### src/adc_mode_pkg.sv
// Shared constants, types and register map for the ADC operating-mode controller
package adc_mode_pkg;

	// Register byte offsets on the APB slave
	localparam logic [11:0] OFS_MODE = 12'h000;
	localparam logic [11:0] OFS_CONFIG = 12'h004;
	localparam logic [11:0] OFS_STATUS = 12'h008;
	localparam logic [11:0] OFS_DATA = 12'h00C;
	localparam logic [11:0] OFS_OFFSET_BASE = 12'h040;
	localparam logic [11:0] OFS_FULLSCALE_BASE = 12'h080;

	// Field positions
	localparam int MODE_LSB = 0;
	localparam int RATE_LSB = 4;
	localparam int XTAL_BIT = 16;
	localparam int CH_LSB = 0;
	localparam int CONT_READ_BIT = 8;
	localparam int BRIDGE_BIT = 9;

	// Reset values
	localparam logic [9:0] RATE_RESET = 10'h060;
	localparam logic [7:0] CH_RESET = 8'h01;
	localparam logic [23:0] OFFSET_RESET = 24'h800000;
	localparam logic [23:0] FULLSCALE_RESET = 24'h500000;

	// Timing
	localparam int CLK_PERIOD_NS = 25;
	localparam int MOD_DIV = 8;
	localparam int DEC_RATIO = 1024;
	localparam int SETTLE_CONV = 4;
	localparam int PWRUP_NS = 1000000;
	localparam int PWRUP_CYC = PWRUP_NS / CLK_PERIOD_NS;
	localparam int RESULT_BITS = 24;

	typedef enum logic [2:0] {
		MODE_CONT = 3'b000,
		MODE_SINGLE = 3'b001,
		MODE_IDLE = 3'b010,
		MODE_PDOWN = 3'b011,
		MODE_INT_ZERO = 3'b100,
		MODE_INT_FULL = 3'b101,
		MODE_SYS_ZERO = 3'b110,
		MODE_SYS_FULL = 3'b111
	} mode_t;

	typedef enum logic [1:0] {
		ST_IDLE = 2'b00,
		ST_PDOWN = 2'b01,
		ST_WAKE = 2'b10,
		ST_RUN = 2'b11
	} state_t;

	// Controls toward the analog front end and clocking
	typedef struct packed {
		logic mod_reset;
		logic analog_pd;
		logic xtal_en;
		logic bridge_sw;
		logic input_short;
		logic fullscale_ref;
		logic [7:0] chan_sel;
	} afe_ctl_t;

endpackage

### src/adc_mode_ctrl.sv
// Operating-mode controller of a sigma-delta ADC with APB registers and serial result port
//
// Overview of operation
// - Mode 000 (reset default) converts continuously, each result into data register.
// - Each completed conversion drives shared data-out/ready pin and ready flag low.
// - Host sets continuous read enable to stream conversion results.
// - In continuous read, result shifts out on data line with host serial clocks.
// - After reset or reconfiguration, first result waits full filter settling time.
// - Later continuous results come at programmed output data rate.
// - Mode 001 powers up and performs exactly one settled conversion.
// - Single conversion first waits up to 1 ms for clock power-up.
// - After single conversion: store result, ready low, return to power-down.
// - Single result stays in data register until another conversion overwrites it.
// - Ready stays low until the result is read or shifted out, or a calibration mode is written.
// - Mode 010 holds filter and modulator in reset, modulator clocks running.
// - Mode 011 powers everything down except the bridge power-down switch and a selected crystal.
// - In power-down the crystal oscillator keeps running when selected.
// - Mode 100 shorts the input internally and measures zero-scale offset.
// - Mode 101 applies internal full-scale voltage and measures gain coefficient.
// - Calibration drives ready high at start, low at completion.
// - Any completed calibration switches the device into idle mode.
// - Zero-scale calibration writes offset register of the selected channel.
// - Full-scale calibration writes full-scale register of the selected channel.
// - Output rate is modulator clock divided by 1024 times filter word 1..1023.
module adc_mode_ctrl #(
	parameter int PWRUP_CYCLES = adc_mode_pkg::PWRUP_CYC,
	parameter int MOD_DIV = adc_mode_pkg::MOD_DIV,
	parameter int SETTLE_CONV = adc_mode_pkg::SETTLE_CONV
) (
	// Clock and reset
	input wire logic clk_i,
	input wire logic rstn_i,
	// APB slave
	input wire logic psel_i,
	input wire logic penable_i,
	input wire logic pwrite_i,
	input wire logic [11:0] paddr_i,
	input wire logic [31:0] pwdata_i,
	output logic [31:0] prdata_o,
	output logic pready_o,
	output logic pslverr_o,
	// Filter output from the modulator datapath
	input wire logic [23:0] conv_data_i,
	// Serial result pins
	input wire logic sclk_i,
	input wire logic cs_n_i,
	output logic dout_rdy_o,
	// Analog front end controls
	output adc_mode_pkg::afe_ctl_t afe_o
);

	localparam int RB = adc_mode_pkg::RESULT_BITS;

	function automatic logic [2:0] chan_index(input logic [7:0] sel);
		logic [2:0] idx;
		idx = 3'h0;
		for (int i = 7; i >= 0; i--) begin
			if (sel[i]) begin
				idx = 3'(i);
			end
		end
		return idx;
	endfunction

	function automatic logic addr_mapped(input logic [11:0] a);
		logic hit;
		hit = (a == adc_mode_pkg::OFS_MODE) || (a == adc_mode_pkg::OFS_CONFIG) ||
			(a == adc_mode_pkg::OFS_STATUS) || (a == adc_mode_pkg::OFS_DATA);
		if (a[1:0] == 2'h0 && (a[11:5] == adc_mode_pkg::OFS_OFFSET_BASE[11:5] ||
			a[11:5] == adc_mode_pkg::OFS_FULLSCALE_BASE[11:5])) begin
			hit = 1'b1;
		end
		return hit;
	endfunction

	// Bus decode
	logic acc;
	logic wr_acc;
	logic rd_acc;
	logic mode_wr;
	logic cfg_wr;
	logic data_rd;
	assign acc = psel_i && penable_i;
	assign wr_acc = acc && pwrite_i && addr_mapped(paddr_i);
	assign rd_acc = acc && !pwrite_i;
	assign mode_wr = wr_acc && paddr_i == adc_mode_pkg::OFS_MODE;
	assign cfg_wr = wr_acc && paddr_i == adc_mode_pkg::OFS_CONFIG;
	assign data_rd = rd_acc && paddr_i == adc_mode_pkg::OFS_DATA;
	assign pready_o = 1'b1;
	assign pslverr_o = acc && !addr_mapped(paddr_i);

	// Pin synchronisers
	logic [2:0] sclk_sync_r;
	logic [2:0] csn_sync_r;
	logic sclk_fall;
	logic cs_fall;
	always_ff @(posedge clk_i or negedge rstn_i) begin
		if (!rstn_i) begin
			sclk_sync_r <= 3'h7;
			csn_sync_r <= 3'h7;
		end else begin
			sclk_sync_r <= {sclk_sync_r[1:0], sclk_i};
			csn_sync_r <= {csn_sync_r[1:0], cs_n_i};
		end
	end
	assign sclk_fall = sclk_sync_r[2] && !sclk_sync_r[1];
	assign cs_fall = csn_sync_r[2] && !csn_sync_r[1];

	// Control registers
	adc_mode_pkg::mode_t mode_r, mode_nxt;
	logic [9:0] rate_r, rate_nxt;
	logic xtal_r, xtal_nxt;
	logic [7:0] chsel_r, chsel_nxt;
	logic cont_rd_r, cont_rd_nxt;
	logic bridge_r, bridge_nxt;

	// Sequencer state
	adc_mode_pkg::state_t state_r, state_nxt;
	logic [3:0] div_r, div_nxt;
	logic [19:0] cyc_r, cyc_nxt;
	logic [7:0] settle_r, settle_nxt;
	logic [15:0] wake_r, wake_nxt;
	logic [23:0] data_r, data_nxt;
	logic ready_n_r, ready_n_nxt;
	logic [23:0] ofs_r [8];
	logic [23:0] ofs_nxt [8];
	logic [23:0] gain_r [8];
	logic [23:0] gain_nxt [8];

	// Serial shifter
	logic [23:0] shift_r, shift_nxt;
	logic [4:0] bit_r, bit_nxt;
	logic shifting_r, shifting_nxt;
	logic dout_r, dout_nxt;
	logic [31:0] prdata_r, prdata_nxt;

	logic mod_tick;
	logic conv_done;
	logic shift_end;
	logic [9:0] rate_eff;
	logic [19:0] conv_len;
	logic [2:0] ch;
	logic [7:0] settle_last;
	assign rate_eff = (rate_r == 10'h000) ? 10'h001 : rate_r;
	assign conv_len = {rate_eff, 10'h000};
	assign mod_tick = (div_r == 4'(MOD_DIV - 1)) && state_r != adc_mode_pkg::ST_PDOWN;
	assign conv_done = state_r == adc_mode_pkg::ST_RUN && mod_tick &&
		cyc_r == conv_len - 20'h00001;
	assign ch = chan_index(chsel_r);
	assign settle_last = 8'(SETTLE_CONV - 1);
	assign shift_end = shifting_r && sclk_fall && bit_r == 5'(RB - 1);

	always_comb begin
		mode_nxt = mode_r;
		rate_nxt = rate_r;
		xtal_nxt = xtal_r;
		chsel_nxt = chsel_r;
		cont_rd_nxt = cont_rd_r;
		bridge_nxt = bridge_r;
		state_nxt = state_r;
		div_nxt = mod_tick || state_r == adc_mode_pkg::ST_PDOWN ? 4'h0 : div_r + 4'h1;
		cyc_nxt = cyc_r;
		settle_nxt = settle_r;
		wake_nxt = wake_r;
		data_nxt = data_r;
		ready_n_nxt = ready_n_r;
		for (int i = 0; i < 8; i++) begin
			ofs_nxt[i] = ofs_r[i];
			gain_nxt[i] = gain_r[i];
		end
		// Software writes to coefficients; a calibration result below overrides them
		if (wr_acc && paddr_i[11:5] == adc_mode_pkg::OFS_OFFSET_BASE[11:5]) begin
			ofs_nxt[paddr_i[4:2]] = pwdata_i[23:0];
		end
		if (wr_acc && paddr_i[11:5] == adc_mode_pkg::OFS_FULLSCALE_BASE[11:5]) begin
			gain_nxt[paddr_i[4:2]] = pwdata_i[23:0];
		end
		// Reading the result releases the ready flag; a completing conversion wins below
		if (data_rd || shift_end) begin
			ready_n_nxt = 1'b1;
		end
		if (cfg_wr) begin
			chsel_nxt = pwdata_i[adc_mode_pkg::CH_LSB +: 8];
			cont_rd_nxt = pwdata_i[adc_mode_pkg::CONT_READ_BIT];
			bridge_nxt = pwdata_i[adc_mode_pkg::BRIDGE_BIT];
			cyc_nxt = 20'h00000;
			settle_nxt = 8'h00;
		end
		case (state_r)
			adc_mode_pkg::ST_WAKE: begin
				wake_nxt = wake_r + 16'h0001;
				if (wake_r == 16'(PWRUP_CYCLES - 1)) begin
					state_nxt = adc_mode_pkg::ST_RUN;
					cyc_nxt = 20'h00000;
					settle_nxt = 8'h00;
				end
			end
			adc_mode_pkg::ST_RUN: begin
				if (mod_tick && !cfg_wr) begin
					cyc_nxt = conv_done ? 20'h00000 : cyc_r + 20'h00001;
				end
				if (conv_done && !cfg_wr) begin
					if (settle_r != settle_last) begin
						settle_nxt = settle_r + 8'h01;
					end else begin
						case (mode_r)
							adc_mode_pkg::MODE_CONT: begin
								data_nxt = conv_data_i;
								ready_n_nxt = 1'b0;
							end
							adc_mode_pkg::MODE_SINGLE: begin
								data_nxt = conv_data_i;
								ready_n_nxt = 1'b0;
								mode_nxt = adc_mode_pkg::MODE_PDOWN;
								state_nxt = adc_mode_pkg::ST_PDOWN;
							end
							adc_mode_pkg::MODE_INT_ZERO, adc_mode_pkg::MODE_SYS_ZERO: begin
								ofs_nxt[ch] = conv_data_i;
								ready_n_nxt = 1'b0;
								mode_nxt = adc_mode_pkg::MODE_IDLE;
								state_nxt = adc_mode_pkg::ST_IDLE;
							end
							adc_mode_pkg::MODE_INT_FULL, adc_mode_pkg::MODE_SYS_FULL: begin
								gain_nxt[ch] = conv_data_i;
								ready_n_nxt = 1'b0;
								mode_nxt = adc_mode_pkg::MODE_IDLE;
								state_nxt = adc_mode_pkg::ST_IDLE;
							end
							default: begin
								state_nxt = adc_mode_pkg::ST_IDLE;
							end
						endcase
					end
				end
			end
			default: begin
			end
		endcase
		// A new mode restarts from scratch, whatever was in progress
		if (mode_wr) begin
			mode_nxt = adc_mode_pkg::mode_t'(pwdata_i[adc_mode_pkg::MODE_LSB +: 3]);
			rate_nxt = pwdata_i[adc_mode_pkg::RATE_LSB +: 10];
			xtal_nxt = pwdata_i[adc_mode_pkg::XTAL_BIT];
			cyc_nxt = 20'h00000;
			settle_nxt = 8'h00;
			wake_nxt = 16'h0000;
			case (mode_nxt)
				adc_mode_pkg::MODE_CONT: state_nxt = adc_mode_pkg::ST_RUN;
				adc_mode_pkg::MODE_SINGLE: state_nxt = adc_mode_pkg::ST_WAKE;
				adc_mode_pkg::MODE_IDLE: state_nxt = adc_mode_pkg::ST_IDLE;
				adc_mode_pkg::MODE_PDOWN: state_nxt = adc_mode_pkg::ST_PDOWN;
				default: begin
					state_nxt = adc_mode_pkg::ST_RUN;
					ready_n_nxt = 1'b1;
				end
			endcase
		end
	end

	always_ff @(posedge clk_i or negedge rstn_i) begin
		if (!rstn_i) begin
			mode_r <= adc_mode_pkg::MODE_CONT;
			rate_r <= adc_mode_pkg::RATE_RESET;
			xtal_r <= 1'b0;
			chsel_r <= adc_mode_pkg::CH_RESET;
			cont_rd_r <= 1'b0;
			bridge_r <= 1'b0;
			state_r <= adc_mode_pkg::ST_RUN;
			div_r <= 4'h0;
			cyc_r <= 20'h00000;
			settle_r <= 8'h00;
			wake_r <= 16'h0000;
			data_r <= 24'h000000;
			ready_n_r <= 1'b1;
			for (int i = 0; i < 8; i++) begin
				ofs_r[i] <= adc_mode_pkg::OFFSET_RESET;
				gain_r[i] <= adc_mode_pkg::FULLSCALE_RESET;
			end
		end else begin
			mode_r <= mode_nxt;
			rate_r <= rate_nxt;
			xtal_r <= xtal_nxt;
			chsel_r <= chsel_nxt;
			cont_rd_r <= cont_rd_nxt;
			bridge_r <= bridge_nxt;
			state_r <= state_nxt;
			div_r <= div_nxt;
			cyc_r <= cyc_nxt;
			settle_r <= settle_nxt;
			wake_r <= wake_nxt;
			data_r <= data_nxt;
			ready_n_r <= ready_n_nxt;
			for (int i = 0; i < 8; i++) begin
				ofs_r[i] <= ofs_nxt[i];
				gain_r[i] <= gain_nxt[i];
			end
		end
	end

	// Serial result port: while idle the data line shows the ready flag
	always_comb begin
		shift_nxt = shift_r;
		bit_nxt = bit_r;
		shifting_nxt = shifting_r;
		if (!shifting_r && cont_rd_r && !ready_n_r && cs_fall) begin
			shift_nxt = data_r;
			bit_nxt = 5'h00;
			shifting_nxt = 1'b1;
		end else if (shifting_r && csn_sync_r[2]) begin
			shifting_nxt = 1'b0;
		end else if (shifting_r && sclk_fall) begin
			shift_nxt = {shift_r[22:0], 1'b0};
			bit_nxt = bit_r + 5'h01;
			shifting_nxt = !shift_end;
		end
		dout_nxt = shifting_nxt ? shift_nxt[23] : ready_n_nxt;
	end

	always_ff @(posedge clk_i or negedge rstn_i) begin
		if (!rstn_i) begin
			shift_r <= 24'h000000;
			bit_r <= 5'h00;
			shifting_r <= 1'b0;
			dout_r <= 1'b1;
		end else begin
			shift_r <= shift_nxt;
			bit_r <= bit_nxt;
			shifting_r <= shifting_nxt;
			dout_r <= dout_nxt;
		end
	end

	// Read data is captured in the setup phase so prdata comes straight from a flop
	always_comb begin
		prdata_nxt = prdata_r;
		if (psel_i && !penable_i && !pwrite_i) begin
			prdata_nxt = 32'h00000000;
			if (paddr_i == adc_mode_pkg::OFS_MODE) begin
				prdata_nxt[adc_mode_pkg::MODE_LSB +: 3] = mode_r;
				prdata_nxt[adc_mode_pkg::RATE_LSB +: 10] = rate_r;
				prdata_nxt[adc_mode_pkg::XTAL_BIT] = xtal_r;
			end else if (paddr_i == adc_mode_pkg::OFS_CONFIG) begin
				prdata_nxt[adc_mode_pkg::CH_LSB +: 8] = chsel_r;
				prdata_nxt[adc_mode_pkg::CONT_READ_BIT] = cont_rd_r;
				prdata_nxt[adc_mode_pkg::BRIDGE_BIT] = bridge_r;
			end else if (paddr_i == adc_mode_pkg::OFS_STATUS) begin
				prdata_nxt[7:0] = {1'b0, state_r, 1'b0, ch, ready_n_r};
			end else if (paddr_i == adc_mode_pkg::OFS_DATA) begin
				prdata_nxt[23:0] = data_r;
			end else if (paddr_i[11:5] == adc_mode_pkg::OFS_OFFSET_BASE[11:5]) begin
				prdata_nxt[23:0] = ofs_r[paddr_i[4:2]];
			end else if (paddr_i[11:5] == adc_mode_pkg::OFS_FULLSCALE_BASE[11:5]) begin
				prdata_nxt[23:0] = gain_r[paddr_i[4:2]];
			end
		end
	end

	always_ff @(posedge clk_i or negedge rstn_i) begin
		if (!rstn_i) begin
			prdata_r <= 32'h00000000;
		end else begin
			prdata_r <= prdata_nxt;
		end
	end

	assign prdata_o = prdata_r;
	assign dout_rdy_o = dout_r;

	// Analog controls; bridge switch and a selected crystal survive power-down
	always_comb begin
		afe_o.mod_reset = state_r != adc_mode_pkg::ST_RUN;
		afe_o.analog_pd = state_r == adc_mode_pkg::ST_PDOWN;
		afe_o.xtal_en = xtal_r;
		afe_o.bridge_sw = bridge_r;
		afe_o.input_short = state_r == adc_mode_pkg::ST_RUN &&
			mode_r == adc_mode_pkg::MODE_INT_ZERO;
		afe_o.fullscale_ref = state_r == adc_mode_pkg::ST_RUN &&
			mode_r == adc_mode_pkg::MODE_INT_FULL;
		afe_o.chan_sel = chsel_r;
	end

endmodule

### config.mk
export PLATFORM = sky130hd
export DESIGN_NAME = adc_mode_ctrl
export DESIGN_NICKNAME = d
export VERILOG_FILES = /design/src/adc_mode_pkg.sv /design/src/adc_mode_ctrl.sv
export SDC_FILE = /design/constraint.sdc
export NUM_CORES = 1
export LEC_CHECK = 0
export BUFFER_PORTS_ARGS = -buffer_cell sky130_fd_sc_hd__buf_2
export CORE_AREA = 10 10 267 218
export DETAILED_ROUTE_END_ITERATION = 7
export DIE_AREA = 0 0 277 228
export PLACE_DENSITY_LB_ADDON = 0.1
export SLEW_MARGIN = 20
export SYNTH_ARGS = -nofsm -noshare
export SYNTH_HDL_FRONTEND = slang
export SYNTH_SLANG_ARGS = --single-unit
### constraint.sdc
create_clock -name clk_i -period 4.1 [get_ports clk_i]
set_clock_uncertainty 0.1 [all_clocks]
set_input_delay 0.82 -clock clk_i [delete_from_list [all_inputs] [get_ports clk_i]]
set_output_delay 0.82 -clock clk_i [all_outputs]
set_load 0.1 [all_outputs]
==> impl_metrics.env <==
export IMPL_status="finished, final reports clean"
export IMPL_clk_latency_ns=0.62
export IMPL_synth_cells_most_frequent="dfrtp_1 (507), nor2_1 (483), mux2i_1 (463), a21oi_1 (432), clkbuf_1 (164)"
export IMPL_first_iter_violations=2330
export IMPL_place_ws_ns=0.240
export IMPL_yosysMostFrequentCell="dfrtp_1"
export IMPL_num_vias=22850
export IMPL_synth_area_per_cell_um2=10.1
export IMPL_grt_total_usage_pct=28.7
export IMPL_worst_setup_path_type="reg2reg"
export IMPL_fin_crit_ns=3.90
export IMPL_htreeDepth=2
export IMPL_layout_drive_gt1_share_pct=16.7
export IMPL_ys_seq_area_share_pct=46.6
export IMPL_cts_resized=0
export IMPL_clockBufferDepth=3
export IMPL_min_period_over_period_pct=95.1
export IMPL_worst_pin_slew_ns=0.976
export IMPL_drc=0
export IMPL_grt_pass1_vias=22510
export IMPL_netlist_area_mm2=0.0293
export IMPL_synth_top_area_share_pct=43.3
export IMPL_cap_violations=0
export IMPL_hold_viol=0
export IMPL_design_area_mm2=0.0326
export IMPL_gp_congestion=0.887
export IMPL_io_buffer_count=106
export IMPL_numClockSinks=544
export IMPL_ctsRootBufferMaster="clkbuf_16"
export IMPL_drt_total_wl_mm=93.0
export IMPL_setup_slack_ns=0.201
export IMPL_critPathLaunchType="register"
export IMPL_setup_viol=0
export IMPL_multi_input_comb_area_mm2=0.0144
export IMPL_final_nets=2941
export IMPL_synth_edff_count=0
export IMPL_ir_drop_uv=322
export IMPL_fin_cells=3616
export IMPL_placementRows=76
export IMPL_placed_area_mm2=0.0305
export IMPL_area_growth_pct=11.4
export IMPL_antenna_found_initial=7
export IMPL_seq_area_mm2=0.0137
export IMPL_grt_pass1_wl_mm=140
export IMPL_ys_dominant_reg_cell="dfrtp_1"
export IMPL_die_w_um=277
export IMPL_async_reset_ff_share_pct=100
export IMPL_synth_top_cell_by_area="dfrtp_1"
export IMPL_overflow=0
export IMPL_coreArea_mm2=0.0531
export IMPL_cts_buffers=57
export IMPL_slew_headroom_pct=34.7
export IMPL_first_pass_iters=5
export IMPL_vias_per_cell=6.32
export IMPL_worst_ep_arrival_time_ns=4.30
export IMPL_synth_cells=2889
export IMPL_post_cts_buffers=0
export IMPL_ys_ff_latch=544
export IMPL_die_area_mm2=0.0632
export IMPL_start_util_pct=55.2
export IMPL_post_drt_wl_per_cell_um=25.7
export IMPL_hold_ws_ns=0.123
export IMPL_slew_viol_final=0
export IMPL_hpwl_mm=58.8
export IMPL_fillers=4338
export IMPL_end_kind="register"
export IMPL_grt_setup_unrepaired="no"
export IMPL_leakage_nw=15.0
export IMPL_synth_area_leaders="dfrtp_1 (43%), mux2i_1 (16%), mux4_2 (7.5%)"
export IMPL_clkSlewWorstSetupHoldPaths_ns=0.07
export IMPL_dp_cells=3503
export IMPL_ant_nets=0
export IMPL_fmax_ghz=0.256
export IMPL_required_ns=4.50
export IMPL_grt_max_degree=117
export IMPL_die_y_um=228
export IMPL_io_pins=124
export IMPL_ys_types=68
export IMPL_hp_class="in2async"
export IMPL_ys_warn_count=0
export IMPL_power_density_mw_per_mm2=367
export IMPL_cts_tree="yes"
export IMPL_cp_max_fo=24
export IMPL_hold_buffers=0
==> per-stage QoR <==
step,utilization [%],power (mW),setup TNS [ns]
after floorplan,-,5.97,-1.68
after global placement,57.5,6.26,0
after detailed placement,57.5,6.27,0
after CTS,61.5,12.0,0
after global routing,61.5,12.3,0
final,61.5,12.0,0
==> power breakdown <==
| part | switching [mW] | leakage, nW | total [mW] | internal (mW) |
|---|---|---|---|---|
| Sequential | 0.0358 | 7.35 | 5.45 | 5.41 |
| Combinational | 0.568 | 6.57 | 0.731 | 0.163 |
| Clock | 2.26 | 1.04 | 5.78 | 3.52 |
| Total | 2.87 | 15.0 | 12.0 | 9.10 |
==> flip-flops by register name, summed over array words and instances (netlist names) <==
register,cells
state_r,2
sclk_sync_r,3
prdata_o,24
xtal_r,1
rate_r,10
shift_r,24
div_r,4
shifting_r,1
gain_r,192
bit_r,5
ofs_r,192
wake_r,16
cyc_r,20
bridge_r,1
dout_rdy_o,1
settle_r,8
cont_rd_r,1
csn_sync_r,3
mode_r,3
chsel_r,8
data_r,24
ready_n_r,1
==> path summary, 6_finish.rpt <==
path / endpoint / slack, ns / cells after the start / from
setup / recovery: data_r[10] / 0.20 / 12 / rate_r[6]
hold / removal: cyc_r[2] / 0.12 / 1 / rstn_i
setup reg to reg: data_r[10] / 0.20 / 12 / rate_r[6]
hold reg to reg: sclk_sync_r[2] / 0.26 / 0 / sclk_sync_r[1]
max in group asynchronous: ofs_r[143] / 2.78 / 2 / rstn_i
min in group clk_i: sclk_sync_r[0] / 0.19 / 1 / sclk_i
==> critical path, stage by stage (launching register included) <==
cell	delay, ns
dfstp_2	0.61
nor4_1	0.09
and2_1	0.16
a21oi_1	0.16
ha_1	0.27
nand2b_1	0.13
or3_1	0.31
a32oi_1	0.21
a21oi_1	0.19
nor4_4	0.30
buf_4	0.32
nand3_4	0.43
mux2_1	0.46
==> layout make-up <==
class                           instances  share of cell area (%)
Clock inverter                         29                    1.33
Sequential cell                       544                    41.9
Timing Repair Buffer                  205                    4.64
Antenna cell                            5                  0.0383
Tap cell                              702                    2.69
Multi-Input combinational cell       2038                    44.2
Inverter                               14                   0.161
Clock buffer                           79                    5.09
==> cell families (layout without fill, tap and decap cells) <==
| family | after synthesis | after routing | share of synthesized area, % |
|---|---|---|---|
| AOI/OAI and AO/OA | 590 | 590 | 11.0 |
| other | 2 | 14 | 0.0256 |
| muxes | 590 | 590 | 24.4 |
| adders and majority gates | 6 | 6 | 0.256 |
| buffers and inverters | 314 | 327 | 4.75 |
| and+or+nand+nor | 809 | 809 | 11.9 |
| xor gates and xnor gates | 34 | 34 | 1.02 |
| DFF | 544 | 544 | 46.6 |
==> placed cells by master, fill, tap and decap left out, types with 6 or more instances in the layout <==
cell type	synthesis	final
buf_2	44	100
o211ai_1	7	7
and3_1	21	21
conb_1	2	9
buf_4	26	86
a211oi_1	9	8
nor2_4	0	10
mux2i_1	463	463
a31oi_1	7	7
dfrtp_1	507	507
nand2b_1	9	9
xor2_1	22	22
or3_1	8	6
nand2_1	154	152
nand3b_1	8	8
a2111oi_0	6	6
nor4_1	12	11
buf_12	0	17
a221oi_1	6	6
inv_1	13	13
nor3_1	27	26
nand3_1	24	19
o31ai_1	6	6
clkbuf_8	0	11
a21oi_1	432	431
clkinv_2	0	13
clkbuf_16	0	59
nand4_1	28	28
o21ai_0	66	65
clkbuf_1	164	9
nor2_1	483	474
mux4_2	97	97
mux2_2	10	10
ha_1	6	6
or2_2	6	6
xnor2_1	12	12
bufinv_16	0	11
o22ai_1	22	22
mux2_1	20	20
dfstp_2	37	37
==> routing by layer <==
metal | vias up | GRT usage (%) | wire (um)
li1 | 10157 | - | -
met3 | 154 | 9.80 | 10800
met2 | 1089 | 42.4 | 40500
met4 | 0 | 8.16 | 2320
met1 | 11450 | 39.8 | 39300
met5 | - | 0 | 0
No activity file was read; power rests on OpenSTA's default activity.
